## config.mk

```make
export PLATFORM = sky130hd
export DESIGN_NAME = uam_auto_address_match
export DESIGN_NICKNAME = d
export VERILOG_FILES = /design/src/rtl/uam_pkg.sv /design/src/rtl/uam_auto_address_match.sv /design/src/rtl/uam_addr_match.sv
export VERILOG_INCLUDE_DIRS = /design/src /design/src/rtl
export SDC_FILE = /design/constraint.sdc
export NUM_CORES = 1
export LEC_CHECK = 0
export BUFFER_PORTS_ARGS = -buffer_cell sky130_fd_sc_hd__buf_2
export CAP_MARGIN = 20
export CORE_UTILIZATION = 36
export DETAILED_ROUTE_END_ITERATION = 8
export GPL_TIMING_DRIVEN = 0
export PLACE_DENSITY_LB_ADDON = 0.25
export SYNTH_ARGS = -nofsm -noshare
export SYNTH_HDL_FRONTEND = slang
export SYNTH_HIERARCHICAL = 1
export SYNTH_SLANG_ARGS = --single-unit
```

## constraint.sdc

```tcl
create_clock -name clk -period 3.57 [get_ports clk]
set_input_delay 0.5355 -clock clk [delete_from_list [all_inputs] [get_ports clk]]
set_output_delay 0.5355 -clock clk [all_outputs]
set_load 0.02 [all_outputs]
```

## src/rtl/uam_defines.svh

```systemverilog
`ifndef UAM_DEFINES_SVH
`define UAM_DEFINES_SVH

// Register port widths.
`define UAM_ADDR_W             12
`define UAM_DATA_W             8

// Register offsets.
`define UAM_OFS_SERIAL_CTRL    12'h420
`define UAM_OFS_SLAVE_ADDR     12'h428
`define UAM_OFS_SLAVE_MASK     12'h429
`define UAM_OFS_RX_DATA        12'h42c
`define UAM_OFS_IRQ_STATUS     12'h430
`define UAM_OFS_IRQ_MASK       12'h431
`define UAM_OFS_MATCH_INFO     12'h434

// Serial control register bit positions.
`define UAM_CTRL_MODE_HI       7
`define UAM_CTRL_MODE_LO       6
`define UAM_CTRL_MULTIPROC     5
`define UAM_CTRL_RX_ENABLE     4
`define UAM_CTRL_TX_NINTH      3
`define UAM_CTRL_RX_NINTH      2
`define UAM_CTRL_TX_DONE       1
`define UAM_CTRL_RX_DONE       0

// Reset values.
`define UAM_CTRL_RESET         8'h00
`define UAM_SLAVE_ADDR_RESET   8'h00
`define UAM_SLAVE_MASK_RESET   8'h00
`define UAM_RX_DATA_RESET      8'h00
`define UAM_IRQ_RESET          5'h00
`define UAM_INFO_RESET         3'h0

// Serial modes.
`define UAM_MODE0              2'h0
`define UAM_MODE1              2'h1
`define UAM_MODE2              2'h2
`define UAM_MODE3              2'h3

// Interrupt status and mask bit positions.
`define UAM_IRQ_W              5
`define UAM_IRQ_ACCEPT         0
`define UAM_IRQ_ADDR_HIT       1
`define UAM_IRQ_ADDR_MISS      2
`define UAM_IRQ_DATA_DROP      3
`define UAM_IRQ_OVERRUN        4

// Match information register bit positions.
`define UAM_INFO_W             3
`define UAM_INFO_GIVEN         0
`define UAM_INFO_BROADCAST     1
`define UAM_INFO_NINTH         2

`endif

```

## src/rtl/uam_pkg.sv

```systemverilog
`include "uam_defines.svh"

package uam_pkg;

    // One write or read request on the register port.
    typedef struct packed {
        logic [`UAM_ADDR_W-1:0] addr;
        logic [`UAM_DATA_W-1:0] wrData;
        logic                   wrStrobe;
        logic                   rdStrobe;
    } uam_reg_req_type;

    // One frame handed over by the receive shifter.
    typedef struct packed {
        logic [`UAM_DATA_W-1:0] data;
        logic                   ninth;
        logic                   stopOk;
    } uam_rx_frame_type;

endpackage : uam_pkg

```

## src/rtl/uam_auto_address_match.sv

```systemverilog
// The strobed register port is this design's own decision.
`timescale 1ns/1ps
`include "uam_defines.svh"

module uam_auto_address_match (
    // Clock, reset and enable.
    input  wire logic                       clk,
    input  wire logic                       rst_b,
    input  wire logic                       ce,
    // Register port.
    input  wire uam_pkg::uam_reg_req_type   regReq,
    output logic [`UAM_DATA_W-1:0]          rdData,
    // Frames from the receive shifter.
    input  wire uam_pkg::uam_rx_frame_type  rxFrame,
    input  wire logic                       rxComplete,
    // Control levels towards the rest of the port.
    output logic [1:0]                      serialMode,
    output logic                            receiveEnable,
    output logic                            txNinthBit,
    output logic                            txDoneFlag,
    // Receive status.
    output logic                            rxDoneFlag,
    output logic                            rxNinthBit,
    output logic                            frameAccepted,
    // Interrupt.
    output logic                            irq
);

    logic [`UAM_DATA_W-1:0] ctrl_reg;
    logic [`UAM_DATA_W-1:0] ctrl_next;
    logic [`UAM_DATA_W-1:0] slaveAddr_reg;
    logic [`UAM_DATA_W-1:0] slaveMask_reg;
    logic [`UAM_DATA_W-1:0] rxData_reg;
    logic [`UAM_IRQ_W-1:0]  irqStatus_reg;
    logic [`UAM_IRQ_W-1:0]  irqStatus_next;
    logic [`UAM_IRQ_W-1:0]  irqMask_reg;
    logic [`UAM_IRQ_W-1:0]  irqMask_next;
    logic [`UAM_INFO_W-1:0] matchInfo_reg;
    logic [`UAM_DATA_W-1:0] rdData_reg;
    logic                   irq_reg;
    logic                   accept_reg;

    logic [1:0]             mode;
    logic                   multiprocOn;
    logic                   nineBitMode;
    logic                   givenHit;
    logic                   broadcastHit;
    logic                   isAddress;
    logic                   acceptNow;
    logic                   addrHitNow;
    logic                   addrMissNow;
    logic                   dataDropNow;
    logic                   overrunNow;
    logic [`UAM_IRQ_W-1:0]  irqEvents;
    logic [`UAM_IRQ_W-1:0]  irqClear;

    logic                   wrCtrl;
    logic                   wrAddr;
    logic                   wrMask;
    logic                   wrStatus;
    logic                   wrIrqMask;

    // Register write decode.
    assign wrCtrl    = regReq.wrStrobe && (regReq.addr == `UAM_OFS_SERIAL_CTRL);
    assign wrAddr    = regReq.wrStrobe && (regReq.addr == `UAM_OFS_SLAVE_ADDR);
    assign wrMask    = regReq.wrStrobe && (regReq.addr == `UAM_OFS_SLAVE_MASK);
    assign wrStatus  = regReq.wrStrobe && (regReq.addr == `UAM_OFS_IRQ_STATUS);
    assign wrIrqMask = regReq.wrStrobe && (regReq.addr == `UAM_OFS_IRQ_MASK);

    // Control fields.
    assign mode        = {ctrl_reg[`UAM_CTRL_MODE_HI], ctrl_reg[`UAM_CTRL_MODE_LO]};
    assign multiprocOn = ctrl_reg[`UAM_CTRL_MULTIPROC];
    assign nineBitMode = (mode == `UAM_MODE2) || (mode == `UAM_MODE3);

    assign isAddress = rxFrame.ninth;

    uam_addr_match #(
        .WIDTH        (`UAM_DATA_W)
    ) u_match (
        .rxByte       (rxFrame.data),
        .slaveAddr    (slaveAddr_reg),
        .slaveMask    (slaveMask_reg),
        .givenHit     (givenHit),
        .broadcastHit (broadcastHit)
    );

    // Acceptance decision for a completed frame.
    always_comb begin
        acceptNow   = 1'b0;
        addrHitNow  = 1'b0;
        addrMissNow = 1'b0;
        dataDropNow = 1'b0;
        if (rxComplete) begin
            case (mode)
                `UAM_MODE0: begin
                    acceptNow = 1'b1;
                end
                // A set enable in mode 1 only demands a valid stop bit.
                `UAM_MODE1: begin
                    acceptNow = !multiprocOn || rxFrame.stopOk;
                end
                `UAM_MODE2,
                `UAM_MODE3: begin
                    if (!multiprocOn) begin
                        acceptNow = 1'b1;
                    end else if (isAddress) begin
                        acceptNow   = givenHit || broadcastHit;
                        addrHitNow  = givenHit || broadcastHit;
                        addrMissNow = !(givenHit || broadcastHit);
                    end else begin
                        dataDropNow = 1'b1;
                    end
                end
                default: begin
                    acceptNow = 1'b0;
                end
            endcase
        end
    end

    // A new accepted frame while the done flag is still up overwrites the byte.
    assign overrunNow = acceptNow && ctrl_reg[`UAM_CTRL_RX_DONE];

    // Serial control next value: software write first, hardware sets on top.
    always_comb begin
        ctrl_next = ctrl_reg;
        if (wrCtrl) begin
            ctrl_next = regReq.wrData;
        end
        if (acceptNow) begin
            ctrl_next[`UAM_CTRL_RX_DONE] = 1'b1;
        end
        if (rxComplete && nineBitMode) begin
            ctrl_next[`UAM_CTRL_RX_NINTH] = rxFrame.ninth;
        end
    end

    always_ff @(posedge clk) begin
        if (!rst_b) begin
            ctrl_reg <= `UAM_CTRL_RESET;
        end else if (ce) begin
            ctrl_reg <= ctrl_next;
        end
    end

    always_ff @(posedge clk) begin
        if (!rst_b) begin
            slaveAddr_reg <= `UAM_SLAVE_ADDR_RESET;
        end else if (ce && wrAddr) begin
            slaveAddr_reg <= regReq.wrData;
        end
    end

    always_ff @(posedge clk) begin
        if (!rst_b) begin
            slaveMask_reg <= `UAM_SLAVE_MASK_RESET;
        end else if (ce && wrMask) begin
            slaveMask_reg <= regReq.wrData;
        end
    end

    // Only accepted frames reach the receive data register, so filtered
    // traffic never disturbs a byte that software has not yet read.
    always_ff @(posedge clk) begin
        if (!rst_b) begin
            rxData_reg <= `UAM_RX_DATA_RESET;
        end else if (ce && acceptNow) begin
            rxData_reg <= rxFrame.data;
        end
    end

    // Last comparison result, kept for software diagnosis.
    always_ff @(posedge clk) begin
        if (!rst_b) begin
            matchInfo_reg <= `UAM_INFO_RESET;
        end else if (ce && rxComplete) begin
            matchInfo_reg[`UAM_INFO_GIVEN]     <= givenHit;
            matchInfo_reg[`UAM_INFO_BROADCAST] <= broadcastHit;
            matchInfo_reg[`UAM_INFO_NINTH]     <= rxFrame.ninth;
        end
    end

    // Interrupt events.
    always_comb begin
        irqEvents                   = `UAM_IRQ_RESET;
        irqEvents[`UAM_IRQ_ACCEPT]    = acceptNow;
        irqEvents[`UAM_IRQ_ADDR_HIT]  = addrHitNow;
        irqEvents[`UAM_IRQ_ADDR_MISS] = addrMissNow;
        irqEvents[`UAM_IRQ_DATA_DROP] = dataDropNow;
        irqEvents[`UAM_IRQ_OVERRUN]   = overrunNow;
    end

    // Writing a one clears a status bit; an event in the same cycle wins.
    assign irqClear       = wrStatus ? regReq.wrData[`UAM_IRQ_W-1:0] : `UAM_IRQ_RESET;
    assign irqStatus_next = (irqStatus_reg & ~irqClear) | irqEvents;
    assign irqMask_next   = wrIrqMask ? regReq.wrData[`UAM_IRQ_W-1:0] : irqMask_reg;

    always_ff @(posedge clk) begin
        if (!rst_b) begin
            irqStatus_reg <= `UAM_IRQ_RESET;
        end else if (ce) begin
            irqStatus_reg <= irqStatus_next;
        end
    end

    always_ff @(posedge clk) begin
        if (!rst_b) begin
            irqMask_reg <= `UAM_IRQ_RESET;
        end else if (ce) begin
            irqMask_reg <= irqMask_next;
        end
    end

    // Built from next values so the output tracks the status register exactly.
    always_ff @(posedge clk) begin
        if (!rst_b) begin
            irq_reg <= 1'b0;
        end else if (ce) begin
            irq_reg <= |(irqStatus_next & irqMask_next);
        end
    end

    // One-cycle pulse for each frame that got through the filter.
    always_ff @(posedge clk) begin
        if (!rst_b) begin
            accept_reg <= 1'b0;
        end else if (ce) begin
            accept_reg <= acceptNow;
        end
    end

    // Read data stand for one cycle after the strobe and read zero otherwise.
    always_ff @(posedge clk) begin
        if (!rst_b) begin
            rdData_reg <= '0;
        end else if (ce) begin
            rdData_reg <= '0;
            if (regReq.rdStrobe) begin
                case (regReq.addr)
                    `UAM_OFS_SERIAL_CTRL: begin
                        rdData_reg <= ctrl_reg;
                    end
                    `UAM_OFS_SLAVE_ADDR: begin
                        rdData_reg <= slaveAddr_reg;
                    end
                    `UAM_OFS_SLAVE_MASK: begin
                        rdData_reg <= slaveMask_reg;
                    end
                    `UAM_OFS_RX_DATA: begin
                        rdData_reg <= rxData_reg;
                    end
                    `UAM_OFS_IRQ_STATUS: begin
                        rdData_reg <= `UAM_DATA_W'(irqStatus_reg);
                    end
                    `UAM_OFS_IRQ_MASK: begin
                        rdData_reg <= `UAM_DATA_W'(irqMask_reg);
                    end
                    `UAM_OFS_MATCH_INFO: begin
                        rdData_reg <= `UAM_DATA_W'(matchInfo_reg);
                    end
                    default: begin
                        rdData_reg <= '0;
                    end
                endcase
            end
        end
    end

    // Outputs, all straight from flip-flops.
    assign rdData        = rdData_reg;
    assign serialMode    = {ctrl_reg[`UAM_CTRL_MODE_HI], ctrl_reg[`UAM_CTRL_MODE_LO]};
    assign receiveEnable = ctrl_reg[`UAM_CTRL_RX_ENABLE];
    assign txNinthBit    = ctrl_reg[`UAM_CTRL_TX_NINTH];
    assign txDoneFlag    = ctrl_reg[`UAM_CTRL_TX_DONE];
    assign rxDoneFlag    = ctrl_reg[`UAM_CTRL_RX_DONE];
    assign rxNinthBit    = ctrl_reg[`UAM_CTRL_RX_NINTH];
    assign frameAccepted = accept_reg;
    assign irq           = irq_reg;

endmodule : uam_auto_address_match

```

## src/rtl/uam_addr_match.sv

```systemverilog
`timescale 1ns/1ps

module uam_addr_match #(
    parameter int WIDTH = 8
) (
    // Received address byte.
    input  wire logic [WIDTH-1:0] rxByte,
    // Programmed address and mask.
    input  wire logic [WIDTH-1:0] slaveAddr,
    input  wire logic [WIDTH-1:0] slaveMask,
    // Comparison results.
    output logic                  givenHit,
    output logic                  broadcastHit
);

    logic [WIDTH-1:0] givenBit;
    logic [WIDTH-1:0] broadcastBit;

    genvar i;
    generate
        for (i = 0; i < WIDTH; i = i + 1) begin : g_bit
            assign givenBit[i]     = ~slaveMask[i] | (rxByte[i] == slaveAddr[i]);
            assign broadcastBit[i] = ~(slaveAddr[i] | slaveMask[i]) | rxByte[i];
        end
    endgenerate

    assign givenHit     = &givenBit;
    assign broadcastHit = &broadcastBit;

endmodule : uam_addr_match

```

Word-level counts from Yosys, hierarchy flattened. Index checks and enable logic that the tools add are counted.

Register bits: 55. Bits of input ports: 36. Output and inout port bits: 17. Logic and storage cells: 122.

Eq/ne operators: 18. Multiplexer cells: 22. Bitwise gates (word level): 44. Reductions and logical operators: 26.

Operator list (count): $eq 12x11->1 const B (7); $pmux 8 s7 (1); $or 1x1->1 (24); $mux 1 (16); $not 1->1 (16); $reduce_and 8->1 (2); $logic_and 1x1->1 (11); $and 5x5->5 (2); $mux 5 (2); $eq 1x1->1 (8); $mux 8 (1); $reduce_and 2->1 (3); $not 5->5 (1); $or 5x5->5 (1); $reduce_or 5->1 (1); $eq 2x2->1 const B (2); $reduce_bool 2->1 (2); $logic_or 1x1->1 (3); $mux 3 (1); $pmux 1 s3 (1); $eq 2x1->1 const B (1); $logic_not 1->1 (2); $logic_not 2->1 (1); $reduce_or 2->1 (1).

Depth between registers and ports, before layout.
Depth after elaboration: 13. Mapped depth: 10. Gate-level depth less buffers: 9.

Hierarchy. Netlist, hierarchy kept.

Modules (own cells, without submodules): uam_auto_address_match (times used 1, cells each 330, area each 2746.4 um2, sequential area each 1101.1 um2); uam_addr_match (times used 1, cells each 25, area each 176.4 um2, sequential area each 0.0 um2).

Worst setup path before layout. No wires, ideal clock.

Kind: input to register. From: input port regReq[12] (netlist name). To: register irq_reg (netlist: irq). Library setup time: 125 ps. Arrival: 2183 ps. Required time: 3445 ps. Setup slack: 1262 ps. Stages on the path: 8. Path buffers: 2. Path through: buf_2 -> or4b_4 -> nor4_4 -> buf_6 -> mux2i_1 -> a21oi_2 -> nor3_1 -> a31oi_1.

Longest elaborated chain between the ends: 8. Elaborated cells on any way between the ends: 11. Those cells by class: eq/ne: 2; mux: 2; bitwise: 4; reduce/logical: 3.

RTL lines: start, declared (RTL line uam_auto_address_match.sv:11) `input wire uam_pkg::uam_reg_req_type regReq,`; $eq 12x11->1; $logic_and 1x1->1 (RTL line uam_auto_address_match.sv:67) `` assign wrStatus = regReq.wrStrobe && (regReq.addr == `UAM_OFS_IRQ_STATUS); ``; $mux 5 (no line); $not 5->5 (RTL line uam_auto_address_match.sv:195) `assign irqStatus_next = (irqStatus_reg & ~irqClear) | irqEvents;`; $and 5x5->5 (RTL line uam_auto_address_match.sv:195); $or 5x5->5 (RTL line uam_auto_address_match.sv:195); $and 5x5->5 * (RTL line uam_auto_address_match.sv:219) `irq_reg <= |(irqStatus_next & irqMask_next);`; $reduce_or 5->1 * (RTL line uam_auto_address_match.sv:219); end signal, assigned (RTL line uam_auto_address_match.sv:219); end, declared (RTL line uam_auto_address_match.sv:40) `logic irq_reg;`.

Mark *: on every way between the ends. The rest lies on a longest branch, timed or not. A chain may end at the register's enable or synchronous reset.

Worst setup path after layout.
From: register slaveMask_reg[6]. To: register rxData_reg[0].

Longest elaborated chain between the ends: 10. Elaborated cells on any way between the ends: 13. Those cells by class: mux: 4; bitwise: 5; reduce/logical: 4.

RTL lines: start, declared (RTL line uam_auto_address_match.sv:32) `` logic [`UAM_DATA_W-1:0] slaveMask_reg; ``; start signal, assigned (RTL line uam_auto_address_match.sv:156) `` slaveMask_reg <= `UAM_SLAVE_MASK_RESET; ``; start signal, assigned (RTL line uam_auto_address_match.sv:158) `slaveMask_reg <= regReq.wrData;`; $or 1x1->1 (RTL line uam_addr_match.sv:23) `assign broadcastBit[i] = ~(slaveAddr[i] | slaveMask[i]) | rxByte[i];`; $not 1->1 (RTL line uam_addr_match.sv:23); $or 1x1->1 (RTL line uam_addr_match.sv:23); $reduce_and 8->1 (RTL line uam_addr_match.sv:28) `assign broadcastHit = &broadcastBit;`; named net broadcastHit (RTL line uam_auto_address_match.sv:47) `logic broadcastHit;`; $logic_or 1x1->1 (RTL line uam_auto_address_match.sv:107) `acceptNow = givenHit || broadcastHit;`; $mux 1 (RTL line uam_auto_address_match.sv:106) `end else if (isAddress) begin`; $mux 1 (RTL line uam_auto_address_match.sv:104) `if (!multiprocOn) begin`; $pmux 1 s3 (RTL line uam_auto_address_match.sv:94) `case (mode)`; $mux 1 (RTL line uam_auto_address_match.sv:93) `if (rxComplete) begin`; $logic_and 1x1->1 (RTL line uam_auto_address_match.sv:167) `end else if (ce && acceptNow) begin`; end signal, assigned (RTL line uam_auto_address_match.sv:166) `` rxData_reg <= `UAM_RX_DATA_RESET; ``; end signal, assigned (RTL line uam_auto_address_match.sv:168) `rxData_reg <= rxFrame.data;`; end, declared (RTL line uam_auto_address_match.sv:33) `` logic [`UAM_DATA_W-1:0] rxData_reg; ``.

The timed path passes the listed nets, and every way through them passes these cells.

==> summary.txt <==
Clock network power share - 36.3%
Fin cells - 514
Adder-cell share of the synthesized area - 0%
Synth Warn # - 6
Total Neg Setup Slack - 0 ns
Slew Viols, Final - 0
Fraction of registers with async set/reset - 0%
Switching Share - 25.6%
Minimum clock period - 2.71 ns
Fin nets - 447
Cell Area, Synth - 2920 sq um
Pin count of the biggest net entering global routing - 18
Post-Place Cells - 506
DIE HEIGHT - 92.1 um
Wire per inst - 17.2 um
Vias in the first global route - 2633
Rows - 32
Total gr overflow - 0
Critical Path Sink Type - flip-flop
CTS H-Tree Depth - 2
Post-synth cell types - 47
Worst Path Required - 3.81 ns
Seq/Total Area, Yosys - 37.7%
CTS tree - done
Max capacitance violation total - 0
Final hold vios - 0
Tcrit/Tclk final - 76.0%
Post-route ant nets - 0
Hold Path Class - reg2reg
Largest family of logic cells by synthesized area - simple AND/OR/NAND/NOR gates
F_max - 368 MHz
Critical path arrival - 2.95 ns
Leakage power - 1.26 nW
Synthesized flop and latch total - 55
Post-CTS setup buffer count - 0
Clock Skew - 0.0150 ns
Final setup fails - 0
Cts bufs inserted - 5
I/O Pins - 53
Slew @ Worst Pin - 0.818 ns
Synth Flop Type - dfxtp_1
Clk Tree Root Cell - clkbuf_8
Final core utilization - 43.7%
Clk sink count - 55
Core box area - 7810 sq um
Most frequent cells after synthesis - 55 x dfxtp_1, 50 x nand2_1, 37 x nor2_1, 34 x a21oi_1, 32 x mux2i_1
PwrDens - 344 nW/um^2
Post-Synth Simple-Gate Area - 26.0%
WHS - 0.462 ns
Worst Hold Path Cells - 2
FF-to-FF setup slack - 0.86 ns
CP Class - reg2reg
Post-synthesis mux area share - 11.0%
Cell Int Power - 0.871 mW
Starting Density - 37.4%
Combinational Power Share - 10.1%
Share of power burned in registers - 53.6%
Post-Syn Area per Cell - 8.23 sq um
Clock-pin slew on the worst setup and hold paths - 0.11 ns
Net Sw Power - 0.300 mW
Gr usage total - 20.9%
Largest area contributor in the netlist - dfxtp_1
IO buf count - 49
Synthesis-to-layout area growth - 16.6%
Reg2Reg Depth - 9
Synthesized instance count - 355
Hold Buf Count CTS - 0
Clock Latency Late Sink - 0.31 ns
HPWL Detailed - 6840 um
RSZ-0062 raised after global routing - false
Initial antenna violation count - 0
Yosys top cell area share - 37.7%
Die area - 8480 sq um
Total number of vias - 2852
Clock Tree Buf Depth - 2
Iter 0 DRT Violations - 207
Slew headroom - 45.0%
Share of post-route cells with drive strength above 1 - 17.2%
Synth Area in XOR/XNOR - 2.40%
VDD IR max - 0.000164 V
Die Wd - 92.1 um
Synth area leaders - dfxtp_1 38%, mux2i_1 11%, nand2_1 6.4%, a21oi_1 5.8%, nor2_1 4.8%
CP Launch Type - flip-flop
Critical path fanouts, max - 10
Post-CTS sizing - 0
First-pass GRT wire length - 13700 um
Syn nets - 391
Synth Area in Compound Gates - 19.0%
Drt via density - 5.55
RePlAce Congestion - 0.944
Post-synth EDFFs - 0
Status - completed
Most frequent cell after synthesis - dfxtp_1
1st-pass router iterations - 6
DRT Wirelength - 8860 um
N_diodes - 0
DRC errors left - 0
per-layer routing:
metal	up-vias	global-route usage (%)	routed length, um
met3	17	3.07	556
li1	1394	-	-
met2	114	34.9	4110
met4	0	7.29	216
met5	-	0	0
met1	1327	27.4	3970
critical path, stage by stage, from the launching register on:
cell	delay, ns
dfxtp_1	0.36
o21bai_1	0.17
o2111ai_1	0.13
nor3_1	0.39
o21ai_0	0.25
a21o_1	0.22
a21boi_0	0.32
clkbuf_1	0.48
nand3_1	0.16
a21oi_1	0.14
power groups by stage:
stage | Clock, mW | Sequential, mW | Combinational, mW
after floorplan | 0 | 0.643 | 0.0583
after global placement | 0 | 0.642 | 0.117
after detailed placement | 0 | 0.642 | 0.117
after CTS | 0.428 | 0.628 | 0.118
after global routing | 0.451 | 0.629 | 0.129
final | 0.425 | 0.628 | 0.118
placed cells by master, fill, tap and decap left out, types with 3 or more instances in the layout:
cell type,instances
a21o_1,5
buf_2,50
o22ai_1,8
nor3_1,6
inv_1,8
clkbuf_8,5
a221oi_1,9
xor2_1,8
nand3_1,21
o21bai_1,3
mux2i_1,32
dfxtp_1,55
o21ai_0,10
nor3b_1,3
nand2_1,50
nor2_1,37
o2bb2ai_1,6
nand4_1,4
and2_1,6
buf_1,4
a21oi_1,34
a22oi_1,4
clkbuf_1,11
layout make-up:
type / instances / area, sq um
buffer: 19 / 87.6
timing repair buffer: 49 / 245
sequential: 55 / 1100
fill: 839 / 4400
clock inverter: 3 / 43.8
inverter: 8 / 30.0
tap: 102 / 128
multi-input combinational: 273 / 1700
clock buffer: 5 / 68.8
worst paths after layout:
check,start,to
min reg2reg,rxData_reg[2],rxData_reg[2]
min,rxData_reg[2],rxData_reg[2]
max,slaveMask_reg[6],rxData_reg[0]
max reg2reg,slaveMask_reg[6],rxData_reg[0]
logic make-up after synthesis:
kind of cell	count (synthesis)
AND/OR/NAND/NOR	146
AO/OA/AOI/OAI	87
multiplexers	32
flip-flops	55
buffers and inverters	27
XOR/XNOR	8
per-stage QoR:
stage	total power [mW]	setup slack (ns)	area (sq um)
2_1_floorplan	0.701	1.26	2920
3_3_place_gp	0.758	0.690	3300
3_5_place_dp	0.760	0.708	3300
4_1_cts	1.17	0.941	3410
5_1_grt	1.21	0.599	3410
6_report	1.17	0.856	3410
No activity file was read; power rests on OpenSTA's default activity.
